--- config.mk ---
export PLATFORM = sky130hd
export DESIGN_NAME = pci_pin_change
export DESIGN_NICKNAME = d
export VERILOG_FILES = /design/src/pci_pin_change.v /design/src/pci_edge_detect.v
export VERILOG_INCLUDE_DIRS = /design/src
export SDC_FILE = /design/constraint.sdc
export NUM_CORES = 1
export LEC_CHECK = 0
export BUFFER_PORTS_ARGS = -buffer_cell sky130_fd_sc_hd__buf_2
export CORE_MARGIN = 1.5
export CORE_UTILIZATION = 30
export DETAILED_ROUTE_END_ITERATION = 8
export PLACE_DENSITY = 0.58
export SETUP_SLACK_MARGIN = 0.15
export SLEW_MARGIN = 0
export SYNTH_ARGS = -nofsm -noshare
export SYNTH_HDL_FRONTEND = slang
export SYNTH_HIERARCHICAL = 1
export SYNTH_SLANG_ARGS = --single-unit
--- constraint.sdc ---
create_clock -name clock -period 1.75 [get_ports clock]
set_input_delay 0.2625 -clock clock [delete_from_list [all_inputs] [get_ports clock]]
set_output_delay 0.2625 -clock clock [all_outputs]
set_load 0.02 [all_outputs]
--- src/pci_regs.vh ---
// register offsets, field positions and reset values of the pin change block
`ifndef PCI_REGS_VH
`define PCI_REGS_VH
`define PCI_ADDR_A_RISE 4'h0
`define PCI_ADDR_A_FALL 4'h1
`define PCI_ADDR_A_FLAGS 4'h2
`define PCI_ADDR_B_RISE 4'h3
`define PCI_ADDR_B_FALL 4'h4
`define PCI_ADDR_B_FLAGS 4'h5
`define PCI_ADDR_CTRL 4'h6
`define PCI_ADDR_IRQ_STAT 4'h7
`define PCI_ADDR_IRQ_MASK 4'h8
`define PCI_PORT_A_IMPL 8'h3B
`define PCI_PORT_B_IMPL 8'hFF
`define PCI_CTRL_MASTER_BIT 0
`define PCI_CTRL_SLEEP_BIT 1
`define PCI_EVT_A_BIT 0
`define PCI_EVT_B_BIT 1
`define PCI_EVT_WAKE_BIT 2
`define PCI_EVT_W 3
`define PCI_RESET_BYTE 8'h00
`endif

--- src/pci_pin_change.v ---
// pin change interrupt block with classic wishbone register slave
`timescale 1ns/100ps
`include "pci_regs.vh"

////////////////////////////////////////////////////////////////////////////////
// Overview of operation
// [RL1] every implemented pin of both ports detects changes
// [RL2] rising or falling edge raises change interrupt
// [RL3] each pin configured independently
// [RL4] master off: flags still set, no request
// [RL5] rising detector gated by rise enable bit
// [RL6] falling detector gated by fall enable bit
// [RL7] both enables set detect both directions
// [RL8] edge sets sticky flag; request needs master
// [RL9] summary flag is OR of all flags
// [RL10] software clears flag by writing zero
// [RL11] edge during write keeps flag set
// [RL12] software clears flags with AND mask only; the flag registers store the written value, so a written 1 sets a flag
// [RL13] enabled edge wakes sleeping device when master
// [RL14] sleep edge recorded before wake completes
// [RL15] first port has bits 5-3, 1-0 only
// [RL16] pins synchronised, compared with previous sample
module pci_pin_change #(
	parameter WIDTH = 8
) (
	input wire clock,
	input wire rst_n,
	input wire [WIDTH-1:0] first_gpio_port,
	input wire [WIDTH-1:0] second_gpio_port,
	input wire wb_cyc_i,
	input wire wb_stb_i,
	input wire wb_we_i,
	input wire [5:0] wb_adr_i,
	input wire [3:0] wb_sel_i,
	input wire [31:0] wb_dat_i,
	output reg [31:0] wb_dat_o,
	output reg wb_ack_o,
	output wire wb_err_o,
	output wire change_irq_summary_flag,
	output wire pin_change_interrupt,
	output wire wake_request,
	output wire irq
);
	reg [WIDTH-1:0] port_a_rise_enable;
	reg [WIDTH-1:0] port_a_fall_enable;
	reg [WIDTH-1:0] port_b_rise_enable;
	reg [WIDTH-1:0] port_b_fall_enable;
	reg [WIDTH-1:0] port_a_change_flags;
	reg [WIDTH-1:0] port_b_change_flags;
	reg change_irq_master_enable;
	reg sleep_mode;
	reg [`PCI_EVT_W-1:0] irq_status;
	reg [`PCI_EVT_W-1:0] irq_mask;
	wire [WIDTH-1:0] hit_a;
	wire [WIDTH-1:0] hit_b;
	wire [WIDTH-1:0] impl_a;
	wire [WIDTH-1:0] impl_b;
	wire req;
	wire wr_lane0;
	wire rd_req;
	wire [3:0] word_idx;
	wire addr_ok;
	reg [WIDTH-1:0] next_flags_a;
	reg [WIDTH-1:0] next_flags_b;
	reg [`PCI_EVT_W-1:0] events;
	reg [31:0] next_rdata;
	// one write strobe per writable register, one read strobe for status
	wire wr_a_rise;
	wire wr_a_fall;
	wire wr_a_flags;
	wire wr_b_rise;
	wire wr_b_fall;
	wire wr_b_flags;
	wire wr_ctrl;
	wire wr_mask;
	wire rd_stat;

	////////////////////////////////////////////////////////////////////////
	// bus decode

	function [3:0] word_of;
		input [5:0] adr;
		begin
			word_of = adr[5:2];
		end
	endfunction

	function [WIDTH-1:0] widen;
		input [7:0] val;
		begin
			widen = val[WIDTH-1:0];
		end
	endfunction

	// one compare per register so the strobes cannot drift apart
	function is_word;
		input [3:0] idx;
		input [3:0] target;
		begin
			is_word = (idx == target);
		end
	endfunction

	function [WIDTH-1:0] keep_impl;
		input [31:0] d;
		input [WIDTH-1:0] impl;
		begin
			keep_impl = d[WIDTH-1:0] & impl;
		end
	endfunction

	assign impl_a = widen(`PCI_PORT_A_IMPL); // RL15
	assign impl_b = widen(`PCI_PORT_B_IMPL);
	assign req = wb_cyc_i & wb_stb_i & ~wb_ack_o;
	assign word_idx = word_of(wb_adr_i);
	assign addr_ok = (word_idx <= `PCI_ADDR_IRQ_MASK);
	assign wr_lane0 = req & wb_we_i & wb_sel_i[0] & addr_ok;
	assign rd_req = req & ~wb_we_i & addr_ok;
	assign wr_a_rise = wr_lane0 & is_word(word_idx, `PCI_ADDR_A_RISE);
	assign wr_a_fall = wr_lane0 & is_word(word_idx, `PCI_ADDR_A_FALL);
	assign wr_a_flags = wr_lane0 & is_word(word_idx, `PCI_ADDR_A_FLAGS);
	assign wr_b_rise = wr_lane0 & is_word(word_idx, `PCI_ADDR_B_RISE);
	assign wr_b_fall = wr_lane0 & is_word(word_idx, `PCI_ADDR_B_FALL);
	assign wr_b_flags = wr_lane0 & is_word(word_idx, `PCI_ADDR_B_FLAGS);
	assign wr_ctrl = wr_lane0 & is_word(word_idx, `PCI_ADDR_CTRL);
	assign wr_mask = wr_lane0 & is_word(word_idx, `PCI_ADDR_IRQ_MASK);
	assign rd_stat = rd_req & is_word(word_idx, `PCI_ADDR_IRQ_STAT);
	// unmapped words ack and read zero rather than raise err
	assign wb_err_o = 1'b0;

	////////////////////////////////////////////////////////////////////////
	// edge detectors, one per port

	pci_edge_detect #(
		.WIDTH(WIDTH),
		.IMPL(`PCI_PORT_A_IMPL)
	) u_det_a (
		.clock(clock),
		.rst_n(rst_n),
		.pins(first_gpio_port), // RL1
		.rise_en(port_a_rise_enable),
		.fall_en(port_a_fall_enable),
		.edge_hit(hit_a)
	);

	pci_edge_detect #(
		.WIDTH(WIDTH),
		.IMPL(`PCI_PORT_B_IMPL)
	) u_det_b (
		.clock(clock),
		.rst_n(rst_n),
		.pins(second_gpio_port), // RL1
		.rise_en(port_b_rise_enable),
		.fall_en(port_b_fall_enable),
		.edge_hit(hit_b)
	);

	////////////////////////////////////////////////////////////////////////
	// flags: write stores data, a fresh edge always wins

	always @* begin
		next_flags_a = port_a_change_flags;
		next_flags_b = port_b_change_flags;
		if (wr_a_flags) begin
			next_flags_a = keep_impl(wb_dat_i, impl_a); // RL10
		end
		if (wr_b_flags) begin
			next_flags_b = keep_impl(wb_dat_i, impl_b); // RL10
		end
		// the set term comes last so a detected edge beats the write
		next_flags_a = next_flags_a | hit_a; // RL8 RL11
		next_flags_b = next_flags_b | hit_b; // RL8 RL11
	end

	// flags update in sleep too, ahead of wake
	always @(posedge clock) begin
		if (!rst_n) begin
			port_a_change_flags <= {WIDTH{1'b0}};
		end else begin
			port_a_change_flags <= next_flags_a; // RL14
		end
	end

	always @(posedge clock) begin
		if (!rst_n) begin
			port_b_change_flags <= {WIDTH{1'b0}};
		end else begin
			port_b_change_flags <= next_flags_b; // RL14
		end
	end

	////////////////////////////////////////////////////////////////////////
	// configuration registers

	always @(posedge clock) begin
		if (!rst_n) begin
			port_a_rise_enable <= {WIDTH{1'b0}};
		end else if (wr_a_rise) begin
			port_a_rise_enable <= keep_impl(wb_dat_i, impl_a); // RL3
		end
	end

	always @(posedge clock) begin
		if (!rst_n) begin
			port_a_fall_enable <= {WIDTH{1'b0}};
		end else if (wr_a_fall) begin
			port_a_fall_enable <= keep_impl(wb_dat_i, impl_a); // RL3
		end
	end

	always @(posedge clock) begin
		if (!rst_n) begin
			port_b_rise_enable <= {WIDTH{1'b0}};
		end else if (wr_b_rise) begin
			port_b_rise_enable <= keep_impl(wb_dat_i, impl_b); // RL3
		end
	end

	always @(posedge clock) begin
		if (!rst_n) begin
			port_b_fall_enable <= {WIDTH{1'b0}};
		end else if (wr_b_fall) begin
			port_b_fall_enable <= keep_impl(wb_dat_i, impl_b); // RL3
		end
	end

	always @(posedge clock) begin
		if (!rst_n) begin
			irq_mask <= {`PCI_EVT_W{1'b0}};
		end else if (wr_mask) begin
			irq_mask <= wb_dat_i[`PCI_EVT_W-1:0];
		end
	end

	always @(posedge clock) begin
		if (!rst_n) begin
			change_irq_master_enable <= 1'b0;
		end else if (wr_ctrl) begin
			change_irq_master_enable <=
				wb_dat_i[`PCI_CTRL_MASTER_BIT];
		end
	end

	// leaving sleep is automatic once wake is raised; a write wins
	always @(posedge clock) begin
		if (!rst_n) begin
			sleep_mode <= 1'b0;
		end else if (wr_ctrl) begin
			sleep_mode <= wb_dat_i[`PCI_CTRL_SLEEP_BIT];
		end else if (wake_request) begin
			sleep_mode <= 1'b0; // RL13
		end
	end

	////////////////////////////////////////////////////////////////////////
	// summary, request and wake

	assign change_irq_summary_flag = |{port_a_change_flags,
		port_b_change_flags}; // RL9
	assign pin_change_interrupt = change_irq_summary_flag &
		change_irq_master_enable; // RL4 RL8 RL2
	assign wake_request = sleep_mode & pin_change_interrupt; // RL13

	////////////////////////////////////////////////////////////////////////
	// sticky event status, cleared by reading it

	// the wake event only counts while asleep with the master on
	always @* begin
		events = {`PCI_EVT_W{1'b0}};
		events[`PCI_EVT_A_BIT] = |hit_a;
		events[`PCI_EVT_B_BIT] = |hit_b;
		events[`PCI_EVT_WAKE_BIT] = sleep_mode & |{hit_a, hit_b} &
			change_irq_master_enable;
	end

	always @(posedge clock) begin
		if (!rst_n) begin
			irq_status <= {`PCI_EVT_W{1'b0}};
		end else if (rd_stat) begin
			// a same-cycle event survives the read clear
			irq_status <= events;
		end else begin
			irq_status <= irq_status | events;
		end
	end

	assign irq = |(irq_status & irq_mask);

	////////////////////////////////////////////////////////////////////////
	// read mux and single-cycle ack

	// unmapped words fall to the default and read zero
	always @* begin
		next_rdata = 32'h00000000;
		case (word_idx)
		`PCI_ADDR_A_RISE: begin
			next_rdata[WIDTH-1:0] = port_a_rise_enable;
		end
		`PCI_ADDR_A_FALL: begin
			next_rdata[WIDTH-1:0] = port_a_fall_enable;
		end
		`PCI_ADDR_A_FLAGS: begin
			next_rdata[WIDTH-1:0] = port_a_change_flags;
		end
		`PCI_ADDR_B_RISE: begin
			next_rdata[WIDTH-1:0] = port_b_rise_enable;
		end
		`PCI_ADDR_B_FALL: begin
			next_rdata[WIDTH-1:0] = port_b_fall_enable;
		end
		`PCI_ADDR_B_FLAGS: begin
			next_rdata[WIDTH-1:0] = port_b_change_flags;
		end
		`PCI_ADDR_CTRL: begin
			next_rdata[`PCI_CTRL_MASTER_BIT] = change_irq_master_enable;
			next_rdata[`PCI_CTRL_SLEEP_BIT] = sleep_mode;
			next_rdata[2] = change_irq_summary_flag;
		end
		`PCI_ADDR_IRQ_STAT: begin
			next_rdata[`PCI_EVT_W-1:0] = irq_status;
		end
		`PCI_ADDR_IRQ_MASK: begin
			next_rdata[`PCI_EVT_W-1:0] = irq_mask;
		end
		default: begin
			next_rdata = 32'h00000000;
		end
		endcase
	end

	always @(posedge clock) begin
		if (!rst_n) begin
			wb_ack_o <= 1'b0;
		end else begin
			wb_ack_o <= req;
		end
	end

	// read data holds until the next read
	always @(posedge clock) begin
		if (!rst_n) begin
			wb_dat_o <= 32'h00000000;
		end else if (req && !wb_we_i) begin
			wb_dat_o <= next_rdata;
		end
	end
endmodule // pci_pin_change

--- src/pci_edge_detect.v ---
// per-pin synchroniser and enabled edge detector for one port
`timescale 1ns/100ps
module pci_edge_detect #(
	parameter WIDTH = 8,
	parameter [7:0] IMPL = 8'hFF
) (
	input wire clock,
	input wire rst_n,
	input wire [WIDTH-1:0] pins,
	input wire [WIDTH-1:0] rise_en,
	input wire [WIDTH-1:0] fall_en,
	output wire [WIDTH-1:0] edge_hit
);
	reg [WIDTH-1:0] sync_a;
	reg [WIDTH-1:0] sync_b;
	reg [WIDTH-1:0] prev;
	reg [2:0] primed;

	always @(posedge clock) begin
		if (!rst_n) begin
			sync_a <= {WIDTH{1'b0}};
			sync_b <= {WIDTH{1'b0}};
			prev <= {WIDTH{1'b0}};
			primed <= 3'b000;
		end else begin
			sync_a <= pins; // RL16
			sync_b <= sync_a; // RL16
			prev <= sync_b;
			primed <= {primed[1:0], 1'b1};
		end
	end

	// no edges before the history register holds a real sample,
	// so a pin that idles high through reset gives no false edge
	assign edge_hit = primed[2] ? ((sync_b & ~prev & rise_en) | // RL5 RL7
		(~sync_b & prev & fall_en)) & IMPL[WIDTH-1:0] : // RL6 RL7
		{WIDTH{1'b0}};
endmodule // pci_edge_detect

Word-level counts from Yosys, hierarchy flattened
Cells that the tools add are included.

operators by class
  multiplexer cells = 11
  shift-type cells = 0
  $add $sub $neg = 0
  reduce and logical (&&, ||, !) cells = 9
  equality and inequality tests = 8
  $mul = 0
  bitwise operators = 40
  magnitude comparators = 1
  div/mod/pow operators = 0

operators with widths
  operator                                                number
  bitwise AND 8 bit                                       4
  OR reduction 16 bit                                     2
  case mux 5 bit (6 select lines)                         1
  case mux 3 bit (9 select lines)                         1
  bitwise AND 6 bit                                       4
  two-way mux 8 bit                                       3
  bitwise OR 8 bit                                        3
  bitwise AND 1 bit                                       20
  equality test 4 x 3 -> 1 bit (second input constant)    4
  inverter 8 bit                                          2
  OR reduction 8 bit                                      2
  inverter 6 bit                                          2
  equality test 4 x 2 -> 1 bit (second input constant)    2
  two-way mux 6 bit                                       1
  bitwise OR 6 bit                                        1
  equality test 4 x 1 -> 1 bit (second input constant)    1
  equality test 4 bit (second input constant)             1
  less-or-equal comparator 4 bit (second input constant)  1
  zero test 4 bit                                         1
  two-way mux 1 bit                                       4
  bitwise AND 3 bit                                       1
  two-way mux 3 bit                                       1
  bitwise OR 3 bit                                        1
  OR reduction 3 bit                                      1
  other kinds (4)                                         5

storage, ports and cells
  output and inout port bits = 38
  memory bits (read-only) = 0
  register bits = 107
  input port bits = 63
  memories kept = 0
  bits in writable memories = 0
  latch bits = 0

Depth between registers and ports, before layout
Gate-level depths: netlist of run 1.

  word-level depth = 10
  depth in mapped cells = 8

Modules after synthesis
Netlist of run 1, hierarchy kept.

by module, submodules not included
  module                     sequential area each (um^2)  area an instance (um^2)  times used  cells an instance
  pci_pin_change             1181.1                       3078.0                   1           335
  pci_edge_detect (u_det_b)  540.5                        918.4                    1           81
  pci_edge_detect (u_det_a)  360.3                        631.9                    1           56

Least setup slack after synthesis of run 1
OpenSTA, ideal clock, no wires.

  path type = register to register
  start point = reg wb_ack_o
  end point = reg port_b_fall_enable[0]
  stages on the path, launching flop included = 5
  arrival time = 1476 ps
  setup time = 128 ps
  period minus slack after synthesis = 1604 ps
  slack = 146 ps
  buffers on the path = 0
  cell sequence = dfxtp_1 -> nand3b_4 -> nor4_4 -> mux2i_1 -> nor2_1

on the way
  word-level cells in the longest chain between the ends = 6

ends and longest elaborated chain
  item                             RTL line              RTL
  start: declaration               pci_pin_change.v:37   output reg wb_ack_o,
  start signal: assignment         pci_pin_change.v:335  wb_ack_o <= req;
  inverter 1 bit                   pci_pin_change.v:114  assign req = wb_cyc_i & wb_stb_i & ~wb_ack_o;
  bitwise AND 1 bit                pci_pin_change.v:114
  bitwise AND 1 bit (3 in series)  pci_pin_change.v:117  assign wr_lane0 = req & wb_we_i & wb_sel_i[0] & addr_ok;
  bitwise AND 1 bit                pci_pin_change.v:123  assign wr_b_fall = wr_lane0 & is_word(word_idx, `PCI_ADDR_B_FALL);
  end signal: assignment           pci_pin_change.v:221  port_b_fall_enable <= {WIDTH{1'b0}};
  end signal: assignment           pci_pin_change.v:223  port_b_fall_enable <= keep_impl(wb_dat_i, impl_b);
  end: declaration                 pci_pin_change.v:47   reg [WIDTH-1:0] port_b_fall_enable;

No other way between the ends.
A chain may end at the register's enable or synchronous reset.

Final worst setup path of run 1
  start point = reg port_a_change_flags[7]
  end point = out pin_change_interrupt

on the way
  word-level cells in the longest chain between the ends = 2

ends and longest elaborated chain
  item                      RTL line              RTL
  start: declaration        pci_pin_change.v:48   reg [WIDTH-1:0] port_a_change_flags;
  start signal: assignment  pci_pin_change.v:178  port_a_change_flags <= {WIDTH{1'b0}};
  start signal: assignment  pci_pin_change.v:180  port_a_change_flags <= next_flags_a;
  OR reduction 16 bit       pci_pin_change.v:258  assign change_irq_summary_flag = |{port_a_change_flags,
  bitwise AND 1 bit         pci_pin_change.v:260  assign pin_change_interrupt = change_irq_summary_flag &
  end: declaration          pci_pin_change.v:40   output wire pin_change_interrupt,

No other way between the ends.

==> out/metrics.json, run 1 <==
{
  "run_status": "finished, violations left",
  "failed_checks": "negative setup slack",
  "die_x_um": 127.2,
  "finalWeightedCongestion": 0.8987,
  "fmaxAchievable_mhz": 537.7,
  "critical_path_maximum_fanout": 4,
  "pin_count": 101,
  "crit_path_max_incr_delay_ns": 0.36,
  "core_region_area_mm2": 0.01515,
  "grt_max_degree": 47,
  "crit_path_start": "port_a_change_flags[7]",
  "clockBufferDepth": 2,
  "switching_share_pct": 24.65,
  "worst_setup_hold_path_clk_slew_ns": 0.07,
  "crit_required_ns": 1.49,
  "p_switching_uw": 1174,
  "hp-class": "input port to flop",
  "dp_slack_ns": 0.07592,
  "cp.depth": 4,
  "synth_top_area_cell": "sky130_fd_sc_hd__dfxtp_1",
  "critPathKind": "flop to output port",
  "tritoncts": "yes",
  "finish.cell_count_without_fillers": 713,
  "num_vias": 3517,
  "global_route_wire_length_before_repair_um": 17810,
  "layout-drive-gt1-share_pct": 24.95,
  "layout.core_utilization_pct": 35.81,
  "final_antenna_net_count": 0,
  "clock_latency_ns": 0.35,
  "ys_ff_latch": 104,
  "antenna-diode-count": 0,
  "vias_per_cell": 4.933,
  "synthArstFlopShare_pct": 0,
  "flow.area_growth_from_synthesis_pct": 17.19,
  "power.density_mw_per_mm2": 878.1,
  "fin_worst_hold_slack_ns": 0.1128,
  "critPathTopFamily": "simple AND/OR/NAND/NOR gates",
  "skew_ns": 0.01239,
  "synth.cell_area_mm2": 0.004628,
  "report.final.slew_viol_count": 0,
  "root_buffer": "sky130_fd_sc_hd__clkbuf_16",
  "overflow": 0,
  "finalWirelength_um": 11080,
  "floorplan.die.height_um": 127.2,
  "final_setup_viols": 3,
  "cts.hold.buffers_added": 0,
  "fraction_of_the_cycle_the_final_worst_path_needs_pct": 106.3,
  "yosys_most_used_dff": "sky130_fd_sc_hd__dfxtp_1",
  "synth_sequential_area_ratio_pct": 44.99,
  "final_critical_period_ns": 1.860,
  "ys.warnings.count": 6,
  "fin_nets": 583,
  "power_frac_clock_pct": 40.6,
  "cp.buffers_inverters": 1,
  "timing.max_cap.violations": 0,
  "setup_repair_after_global_routing_missed_its_margin": "true",
  "vias_in_the_first_global_route": 3328,
  "setup.worst_path.end_class": "output port",
  "dp.final_hpwl_um": 8075,
  "worstPathCellList": "nor4_4, nand4_1, and2_4, buf_6",
  "final_hold_viol_count": 0,
  "remaining_drc_errors": 0,
  "initial_core_utilization_pct": 30.56,
  "dpl.cell_count": 692,
  "crit_slowest_cell": "sky130_fd_sc_hd__dfxtp_4",
  "syn-instance-count": 472,
  "worst-endpoint-arrival_ns": 1.60,
  "globalRouteTotalUtil_pct": 14.17,
  "buffer_ports.inserted": 43,
  "cell_internal_pwr_uw": 3589,
  "num-fill-cells": 1548,
  "post-route-worst-setup-slack_ns": -0.1099,
  "synth-edff-count": 0,
  "leakage_uw": 0.002141,
  "holdPathStages": 2,
  "numClockSinks": 104,
  "r2r-start": "port_a_change_flags[7]",
  "startpoint_type": "flop",
  "seqCellArea_mm2": 0.002098,
  "pwr-share-seq_pct": 51.6,
  "tritoncts.num_buffers": 9,
  "clock_tree.htree_level_count": 3,
  "antenna_violations_before_repair": 0,
  "comb_power_share_pct": 7.8,
  "initialDrtViolationCount": 167,
  "core.rowCount": 45,
  "ys_types": 59,
  "rr_worst_depth": 5,
  "synth_top_area_share_pct": 44.99,
  "hold_start": "first_gpio_port[4]",
  "vdd_ir_drop_max_mv": 0.4548,
  "die_area_mm2": 0.01618,
  "syn-mean-instance-area_um2": 9.805,
  "avgRoutedWirePerCell_um": 15.54,
  "synth.area.top_cells": "sky130_fd_sc_hd__dfxtp_1, sky130_fd_sc_hd__mux2i_1, sky130_fd_sc_hd__nand4b_1, sky130_fd_sc_hd__buf_4, sky130_fd_sc_hd__and2_1",
  "multiInputGateArea_mm2": 0.002322,
  "drt_first_pass_iters": 4
}
-- cell families (layout without fill, tap and decap cells) --
kind of cell           count (synthesis)  count (layout)  share of synthesized area [%]
AO/OA/AOI/OAI                         57              57                          8.976
AND/OR/NAND/NOR                      208             208                          27.41
flip-flops                           104             104                          44.99
other                                  2              28                         0.1623
multiplexers                          42              42                          9.895
buffers and inverters                 59              86                          8.570
-- metrics by stage --
stage	setup TNS [ns]	power [uW]	instance area (um2)
2_1_floorplan	0	2787	4727
3_3_place_gp	0	2855	4997
3_5_place_dp	0	2864	4997
4_1_cts	-0.2551	4806	5349
5_1_grt	-0.4900	4943	5424
6_report	-0.2797	4763	5424
-- sequential cells by signal, indices dropped and copies added, names as in the netlist --
signal and flops:
port_b_rise_enable 8, port_a_fall_enable 5, u_det_b/primed 3, irq_mask 3
sleep_mode 1, port_b_fall_enable 8, wb_ack_o 1, u_det_a/sync_a 5
u_det_a/primed 3, u_det_b/sync_a 8, irq_status 3, u_det_a/sync_b 5
wb_dat_o 8, u_det_b/sync_b 8, port_a_rise_enable 5, change_irq_master_enable 1
port_a_change_flags 8, u_det_a/prev 5, port_b_change_flags 8, u_det_b/prev 8
-- cells in the mapped netlist (all sizes together) (2+ instances only) --
cell    instances
dfxtp         104
o21ai           3
a211oi         15
mux4            2
nor2b           4
mux2            7
a22oi           5
nor3b           2
conb            2
and2b           2
nor4           11
a32oi           3
a21oi          11
buf            43
nand4           3
o211ai          3
nand3           6
and2           45
mux2i          33
nand4b         26
o221a           3
o32ai           2
or2             2
and3            3
nor3           15
clkbuf         13
and4            3
and4b           2
inv             3
nand2          23
a31oi           3
nand2b          2
nor2           53
-- path summary, 6_finish.rpt --
check / to / slack [ns]
setup / recovery: pin_change_interrupt / -0.11
hold / removal: u_det_a/sync_a[4] / 0.11
setup reg to reg: sleep_mode / 0.21
hold reg to reg: u_det_b/sync_b[5] / 0.43
-- area by class of cell --
cell class | instances | area share, %
clock buffers | 12 | 4.544
clock inverters | 4 | 0.6228
multi-input cells | 335 | 42.81
well taps | 188 | 4.337
flip-flops and latches | 104 | 38.69
inverters | 3 | 0.2076
repair buffers | 67 | 8.789
-- per-layer routing --
metal | global-route usage [%] | routed length, um
met1 | 18.87 | 5182
met2 | 21.77 | 4947
met3 | 3.643 | 736
met4 | 6.083 | 211
met5 | 0 | 0
-- repair_timing --
action	4_1_cts	5_1_grt
pin swaps	6	3
setup buffers	3	2
endpoints found under the setup margin	4	4
resized for setup	17	11
-- cells in the final DEF (no fill, tap or decap), types with 3 or more instances in the layout --
| master | Yosys | layout |
|---|---|---|
| sky130_fd_sc_hd__nor2_1 | 53 | 53 |
| sky130_fd_sc_hd__a31oi_1 | 3 | 3 |
| sky130_fd_sc_hd__nor4_4 | 3 | 5 |
| sky130_fd_sc_hd__dfxtp_2 | 0 | 7 |
| sky130_fd_sc_hd__o211ai_1 | 3 | 3 |
| sky130_fd_sc_hd__nand4b_1 | 26 | 26 |
| sky130_fd_sc_hd__buf_12 | 1 | 5 |
| sky130_fd_sc_hd__buf_2 | 7 | 40 |
| sky130_fd_sc_hd__a211oi_1 | 15 | 15 |
| sky130_fd_sc_hd__buf_6 | 6 | 3 |
| sky130_fd_sc_hd__a32oi_1 | 3 | 3 |
| sky130_fd_sc_hd__mux2i_1 | 33 | 33 |
| sky130_fd_sc_hd__and2_1 | 32 | 31 |
| sky130_fd_sc_hd__nand4_1 | 3 | 3 |
| sky130_fd_sc_hd__dfxtp_1 | 104 | 95 |
| sky130_fd_sc_hd__nor3_1 | 15 | 15 |
| sky130_fd_sc_hd__mux2_2 | 7 | 7 |
| sky130_fd_sc_hd__nor2b_1 | 4 | 4 |
| sky130_fd_sc_hd__clkbuf_16 | 0 | 9 |
| sky130_fd_sc_hd__nand3_1 | 6 | 6 |
| sky130_fd_sc_hd__conb_1 | 2 | 28 |
| sky130_fd_sc_hd__a22oi_1 | 5 | 5 |
| sky130_fd_sc_hd__nand2_1 | 22 | 22 |
| sky130_fd_sc_hd__and2_2 | 13 | 13 |
| sky130_fd_sc_hd__nor4_2 | 0 | 6 |
| sky130_fd_sc_hd__o21ai_0 | 3 | 3 |
| sky130_fd_sc_hd__and4_1 | 3 | 3 |
| sky130_fd_sc_hd__a21oi_1 | 11 | 11 |
| sky130_fd_sc_hd__buf_4 | 28 | 19 |
-- power by group through the flow --
| stage | Clock, uW | Combinational, uW | Sequential, uW |
|---|---|---|---|
| CTS | 1980 | 367 | 2460 |
| detailed placement | 0 | 353 | 2510 |
| global route | 2070 | 408 | 2460 |
| global placement | 0 | 348 | 2510 |
| finish | 1930 | 374 | 2460 |
| floorplan | 0 | 287 | 2500 |
(Power assumes the default switching activity.)
==> inputs of run 2 (changes only) <==
PLACE_DENSITY = 0.5   (was 0.58)
==> run 2 against run 1 <==
  * The flow still finishes with violations (negative setup slack)
  * Critical path depth did not move
  * Hold slack got worse by 0.0028 ns
  * Routed wire length rose by 5.4%
  * Combinational power about the same
  * Clock power rose by 15%
  * Global-route usage rose by 0.95 points
  * First-iteration DRC count increased by 3.0%
  * Critical path type unchanged
==> out/metrics.json, run 2 (synthesis gave the netlist of run 1 again) <==
{
  "initial_core_utilization": {"value": 30.56, "unit": "%", "change": "unchanged"},
  "worst_setup_hold_path_clk_slew": {"value": 0.07, "unit": "ns", "change": "about the same"},
  "clock_tree.htree_level_count": {"value": 3, "change": "unchanged"},
  "remaining_drc_errors": {"value": 0, "change": "unchanged"},
  "global_routing_s_busiest_layer": "met2",
  "global_route_wire_length_before_repair": {"value": 18550, "unit": "um", "change": "+4.1%"},
  "crit_required": {"value": 1.49, "unit": "ns", "change": "about the same"},
  "skew": {"value": 0.01106, "unit": "ns", "change": "-0.001328 ns"},
  "fraction_of_the_cycle_the_final_worst_path_needs": {"value": 104.6, "unit": "%", "change": "-1.6 points"},
  "final_hold_viol_count": {"value": 0, "change": "unchanged"},
  "final_setup_viols": {"value": 3, "change": "unchanged"},
  "run_status": "finished, violations left",
  "numClockSinks": {"value": 104, "change": "unchanged"},
  "cts.hold.buffers_added": {"value": 0, "change": "unchanged"},
  "vias_in_the_first_global_route": {"value": 3331, "change": "+0.090%"},
  "fmaxAchievable": {"value": 546.1, "unit": "MHz", "change": "+1.6%"},
  "setup.worst_path.end_class": "output port",
  "clock_latency": {"value": 0.36, "unit": "ns", "change": "about the same"},
  "core_region_area": {"value": 0.01515, "unit": "mm2", "change": "unchanged"},
  "die_area": {"value": 0.01618, "unit": "mm2", "change": "unchanged"},
  "critPathKind": "flop to output port",
  "final_antenna_net_count": {"value": 0, "change": "unchanged"},
  "floorplan.die.height": {"value": 127.2, "unit": "um", "change": "unchanged"},
  "post-route-worst-setup-slack": {"value": -0.08108, "unit": "ns", "change": "+0.02878 ns"},
  "power.total": {"value": 5055, "unit": "uW", "change": "+6.1%"},
  "timing.max_cap.violations": {"value": 0, "change": "unchanged"},
  "flow.area_growth_from_synthesis_pct": 18.55,
  "finalWirelength": {"value": 11670, "unit": "um", "change": "+5.4%"},
  "initialDrtViolationCount": {"value": 172, "change": "+3.0%"},
  "core.rowCount": {"value": 45, "change": "unchanged"},
  "startpoint_type": "flop",
  "avgRoutedWirePerCell": {"value": 16.23, "unit": "um", "change": "+4.5%"},
  "mostFrequentLayoutCell": "sky130_fd_sc_hd__dfxtp_1",
  "power.density": {"value": 921.4, "unit": "mW/mm2", "change": "+4.9%"},
  "use_met3": {"value": 4.355, "unit": "%", "change": "+0.71 points"},
  "dp.final_hpwl": {"value": 8590, "unit": "um", "change": "+6.4%"},
  "final_critical_period": {"value": 1.831, "unit": "ns", "change": "-0.02878 ns"},
  "highest_count_cells_in_the_layout_ignoring_fill_and_taps": "sky130_fd_sc_hd__dfxtp_1, sky130_fd_sc_hd__nor2_1, sky130_fd_sc_hd__buf_2",
  "critical_path_maximum_fanout": {"value": 3, "change": "-1"},
  "vias_per_cell": {"value": 4.929, "change": "about the same"},
  "report.final.slew_viol_count": {"value": 0, "change": "unchanged"},
  "antenna-diode-count": {"value": 0, "change": "unchanged"},
  "global_route.usage.met2": {"value": 23.34, "unit": "%", "change": "+1.6 points"},
  "tritoncts.num_buffers": {"value": 9, "change": "unchanged"},
  "gr-usage-met1": {"value": 20.68, "unit": "%", "change": "+1.8 points"},
  "buffer_ports.inserted": {"value": 43, "change": "unchanged"},
  "layout.core_utilization": {"value": 36.22, "unit": "%", "change": "+0.41 points"},
  "failed_checks": "negative setup slack",
  "tritoncts": "yes",
  "finalWeightedCongestion": {"value": 0.9002, "change": "+0.17%"},
  "antenna_violations_before_repair": {"value": 0, "change": "unchanged"},
  "num_vias": {"value": 3544, "change": "+0.77%"},
  "drt_first_pass_iters": {"value": 4, "change": "unchanged"},
  "leakage": {"value": 0.002180, "unit": "uW", "change": "+1.8%"},
  "die_x": {"value": 127.2, "unit": "um", "change": "unchanged"},
  "clockBufferDepth": {"value": 2, "change": "unchanged"},
  "overflow": {"value": 0, "change": "unchanged"},
  "root_buffer": "sky130_fd_sc_hd__clkbuf_16",
  "grt_max_degree": {"value": 37, "change": "-21%"},
  "vdd_ir_drop_max": {"value": 0.5092, "unit": "mV", "change": "+12%"},
  "worst-endpoint-arrival": {"value": 1.57, "unit": "ns", "change": "-0.03 ns"},
  "globalRouteTotalUtil": {"value": 15.12, "unit": "%", "change": "+0.95 points"},
  "fin_nets": {"value": 589, "change": "+1.0%"},
  "layout-drive-gt1-share": {"value": 25.05, "unit": "%", "change": "+0.095 points"},
  "hp-class": "input port to flop",
  "setup_repair_after_global_routing_missed_its_margin": "true",
  "pin_count": {"value": 101, "change": "unchanged"}
}
-- run 2: cell types whose count changed in the layout (fill, tap and decap cells not counted), moves of 2 or more --
cell / previous run / this run
sky130_fd_sc_hd__buf_4: 19 / 26
sky130_fd_sc_hd__bufinv_16: 0 / 2
sky130_fd_sc_hd__dfxtp_1: 95 / 97
sky130_fd_sc_hd__nor4_1: 0 / 3
sky130_fd_sc_hd__nor4_2: 6 / 3
-- run 2: final timing paths --
kind	start	end	depth (start not counted)	slack, ns
min	first_gpio_port[1]	u_det_a/sync_a[1]	2	0.11
max reg2reg	u_det_b/primed[2]	irq_status[2]	6	0.22
max	port_b_change_flags[7]	pin_change_interrupt	4	-0.08
min reg2reg	u_det_b/sync_a[5]	u_det_b/sync_b[5]	1	0.42
-- run 2: worst max-delay path: stages, from the launching register on --
cell and delay, ns:
sky130_fd_sc_hd__dfxtp_2 0.34, sky130_fd_sc_hd__nor4_4 0.30, sky130_fd_sc_hd__nand4_1 0.22, sky130_fd_sc_hd__and2_4 0.23, sky130_fd_sc_hd__buf_6 0.12
-- run 2: area by class of cell --
class,instances,area [um2]
clock buffers,10,229.0
well taps,188,235.2
repair buffers,73,515.5
multi-input cells,335,2303
clock inverters,6,98.84
fillers,1533,9659
inverters,3,11.26
flip-flops and latches,104,2093
-- run 2: what timing repair did --
| item | in CTS | in global routing |
|---|---|---|
| endpoints found under the setup margin | 6 | 6 |
| resized for setup | 12 | 12 |
| pin swaps | 4 | 3 |
| setup buffers | 2 | 1 |
| gates cloned | 0 | 0 |
-- run 2: report_power, final --
part           switching [uW]  internal, uW
Combinational             234           143
Sequential               35.0          2420
Clock                     942          1280
-- run 2: per-stage QoR --
step / setup TNS (ns) / cells / instance area, um2 / hold slack [ns] / setup WS, ns
after global placement: 0 / 700 / 5045 / 0.4132 / 0.001977
after floorplan: 0 / 498 / 4727 / 0.2902 / 0.1944
final: -0.2095 / 719 / 5487 / 0.1099 / -0.08108
after global routing: -0.4142 / 719 / 5487 / 0.09896 / -0.1511
after CTS: -0.2927 / 718 / 5433 / 0.09566 / -0.1113
after detailed placement: 0 / 700 / 5045 / 0.4135 / 0.01728
-- run 2: per-layer routing --
metal,up-vias,share of wire [%]
met5,-,0
met4,0,1.2
met3,9,5.3
met2,100,45
met1,1691,49
li1,1744,-
==> inputs of run 3 (changes only) <==
CORE_UTILIZATION = 35   (was 30)
PLACE_DENSITY = 0.56   (was 0.5)
TNS_END_PERCENT = 10   (was default)
==> run 3 against run 2 <==
  * The flow still finishes with violations (negative setup slack)
  * Register-to-register slack better by 0.06 ns
  * Critical path depth is 1 higher
  * Sequential share of layout area is 0.41 points higher
==> out/metrics.json, run 3 (synthesis gave the netlist of run 1 again) <==
{
  "crit_top_cell": "sky130_fd_sc_hd__buf_6",
  "mostFrequentLayoutCell": "sky130_fd_sc_hd__dfxtp_1",
  "initialDrtViolationCount": {"value": 209, "change": "+22%"},
  "clock_latency": {"value": 0.35, "unit": "ns", "change": "about the same"},
  "finish.cell_count_without_fillers": {"value": 700, "change": "-2.6%"},
  "antenna-diode-count": {"value": 0, "change": "unchanged"},
  "dpl.cell_count": {"value": 682, "change": "-2.6%"},
  "final_setup_viols": {"value": 2, "change": "-1"},
  "final_critical_period": {"value": 1.826, "unit": "ns", "change": "-0.005568 ns"},
  "critical_path_maximum_fanout": {"value": 4, "change": "+1"},
  "crit_slowest_cell": "sky130_fd_sc_hd__dfxtp_2",
  "run_status": "finished, violations left",
  "pin_count": {"value": 101, "change": "unchanged"},
  "crit_path_max_incr_delay": {"value": 0.35, "unit": "ns", "change": "about the same"},
  "cts.hold.buffers_added": {"value": 0, "change": "unchanged"},
  "leakage": {"value": 0.002162, "unit": "uW", "change": "-0.83%"},
  "grt_max_degree": {"value": 43, "change": "+16%"},
  "drt_first_pass_iters": {"value": 4, "change": "unchanged"},
  "multiInputGateArea": {"value": 0.002325, "unit": "mm2", "change": "+0.92%"},
  "antenna_violations_before_repair": {"value": 0, "change": "unchanged"},
  "flow.area_growth_from_synthesis_pct": 17.28,
  "vdd_ir_drop_max": {"value": 0.5150, "unit": "mV", "change": "+1.1%"},
  "skew": {"value": 0.009242, "unit": "ns", "change": "-0.001819 ns"},
  "critPathKind": "flop to output port",
  "vias_in_the_first_global_route": {"value": 3343, "change": "+0.36%"},
  "avgRoutedWirePerCell": {"value": 16.19, "unit": "um", "change": "-0.27%"},
  "die_area": {"value": 0.01392, "unit": "mm2", "change": "-14%"},
  "setup.worst_path.end_class": "output port",
  "initial_core_utilization": {"value": 36.23, "unit": "%", "change": "+5.7 points"},
  "failed_checks": "negative setup slack",
  "dp.final_hpwl": {"value": 8331, "unit": "um", "change": "-3.0%"},
  "hp-class": "input port to flop",
  "crit_required": {"value": 1.49, "unit": "ns", "change": "about the same"},
  "num-fill-cells": {"value": 1255, "change": "-18%"},
  "worstPathCellList": "nor4_4, nand4_1, buf_6, and3_4, buf_6",
  "num_vias": {"value": 3544, "change": "unchanged"},
  "finalSetupTns": {"value": -0.1346, "unit": "ns", "change": "+0.07492 ns"},
  "worst_setup_hold_path_clk_slew": {"value": 0.07, "unit": "ns", "change": "about the same"},
  "remaining_drc_errors": {"value": 0, "change": "unchanged"},
  "dp_slack": {"value": 0.05679, "unit": "ns", "change": "+0.03950 ns"},
  "seqCellArea": {"value": 0.002093, "unit": "mm2", "change": "unchanged"},
  "finalWirelength": {"value": 11330, "unit": "um", "change": "-2.9%"},
  "core_region_area": {"value": 0.01277, "unit": "mm2", "change": "-16%"},
  "setup_repair_after_global_routing_missed_its_margin": "true",
  "vias_per_cell": {"value": 5.063, "change": "+2.7%"},
  "global_route_wire_length_before_repair": {"value": 18300, "unit": "um", "change": "-1.3%"},
  "power.total": {"value": 4806, "unit": "uW", "change": "-4.9%"},
  "worst-endpoint-arrival": {"value": 1.56, "unit": "ns", "change": "about the same"},
  "core.rowCount": {"value": 41, "change": "-8.9%"},
  "overflow": {"value": 0, "change": "unchanged"},
  "finalWeightedCongestion": {"value": 0.8888, "change": "-1.3%"},
  "globalRouteTotalUtil": {"value": 16.88, "unit": "%", "change": "+1.8 points"},
  "floorplan.die.height": {"value": 118.0, "unit": "um", "change": "-7.2%"},
  "startpoint_type": "flop",
  "buffer_ports.inserted": {"value": 43, "change": "unchanged"},
  "numClockSinks": {"value": 104, "change": "unchanged"},
  "final_hold_viol_count": {"value": 0, "change": "unchanged"},
  "final_antenna_net_count": {"value": 0, "change": "unchanged"},
  "power.density": {"value": 885.5, "unit": "mW/mm2", "change": "-3.9%"},
  "tritoncts.num_buffers": {"value": 9, "change": "unchanged"},
  "fraction_of_the_cycle_the_final_worst_path_needs": {"value": 104.3, "unit": "%", "change": "-0.32 points"},
  "clock_tree.htree_level_count": {"value": 3, "change": "unchanged"},
  "fin_nets": {"value": 586, "change": "-0.51%"},
  "root_buffer": "sky130_fd_sc_hd__clkbuf_16",
  "tritoncts": "yes",
  "fmaxAchievable": {"value": 547.8, "unit": "MHz", "change": "+0.31%"},
  "clockBufferDepth": {"value": 2, "change": "unchanged"},
  "layout-drive-gt1-share": {"value": 25.19, "unit": "%", "change": "+0.14 points"},
  "highest_count_cells_in_the_layout_ignoring_fill_and_taps": "sky130_fd_sc_hd__dfxtp_1, sky130_fd_sc_hd__nor2_1, sky130_fd_sc_hd__buf_2",
  "report.final.slew_viol_count": {"value": 0, "change": "unchanged"},
  "die_x": {"value": 118.0, "unit": "um", "change": "-7.2%"},
  "post-route-worst-setup-slack": {"value": -0.07551, "unit": "ns", "change": "+0.005568 ns"},
  "timing.max_cap.violations": {"value": 0, "change": "unchanged"}
}
-- run 3: cell types whose count changed in the layout (fill, tap and decap cells not counted), moves of 2 or more --
cell,before,now
sky130_fd_sc_hd__clkbuf_8,0,2
sky130_fd_sc_hd__clkinv_4,0,3
sky130_fd_sc_hd__buf_4,26,22
sky130_fd_sc_hd__bufinv_16,2,0
sky130_fd_sc_hd__nor4_1,3,1
sky130_fd_sc_hd__buf_2,39,41
-- run 3: repair_timing --
item / CTS / global route
cloned: 0 / 0
pin swaps: 6 / 2
buffers inserted: 2 / 0
hold endpoints to repair: 0 / 0
setup endpoints to repair: 5 / 5
resized for setup: 16 / 9
-- run 3: path summary, 6_finish.rpt --
| check | from | to | slack [ns] | cells past startpoint |
|---|---|---|---|---|
| setup reg to reg | wb_ack_o | port_b_fall_enable[6] | 0.28 | 5 |
| hold reg to reg | u_det_b/sync_a[5] | u_det_b/sync_b[5] | 0.43 | 1 |
| setup / recovery | port_a_change_flags[2] | wake_request | -0.08 | 5 |
| hold / removal | first_gpio_port[0] | u_det_a/sync_a[0] | 0.11 | 2 |
-- run 3: layout make-up --
cell class / instances / share of cell area (%)
Clock buffer: 11 / 4.657
Clock inverter: 5 / 0.8529
Timing Repair Buffer: 70 / 8.921
Inverter: 3 / 0.2075
Tap cell: 172 / 3.965
Sequential cell: 104 / 38.57
Multi-Input combinational cell: 335 / 42.83
-- run 3: critical path, delay by kind of cell (launching register included) --
kind | cells | cell delay (ns)
and+or+nand+nor | 3 | 0.58
DFF | 1 | 0.35
buffers and inverters | 2 | 0.29
-- run 3: where the power goes --
group | internal (uW) | switching, uW | total [uW]
Clock | 1070 | 914 | 1980
Sequential | 2420 | 34.8 | 2460
Combinational | 140 | 229 | 370
Total | 3630 | 1180 | 4810
-- run 3: through the flow --
stage | area, um2 | util [%] | hold WS [ns]
2_1_floorplan | 4726 | - | 0.2902
3_5_place_dp | 5009 | 39.21 | 0.4123
3_3_place_gp | 5009 | 39.21 | 0.4126
4_1_cts | 5378 | 42.10 | 0.09292
6_report | 5428 | 42.49 | 0.1108
5_1_grt | 5428 | 42.49 | 0.1065
-- run 3: metal layers --
layer / track usage [%] / wire length [um] / vias up
li1: - / - / 1739
met1: 21.89 / 5220 / 1705
met2: 27.23 / 5327 / 89
met3: 4.506 / 604 / 11
met4: 5.564 / 179 / 0
met5: 0 / 0 / -
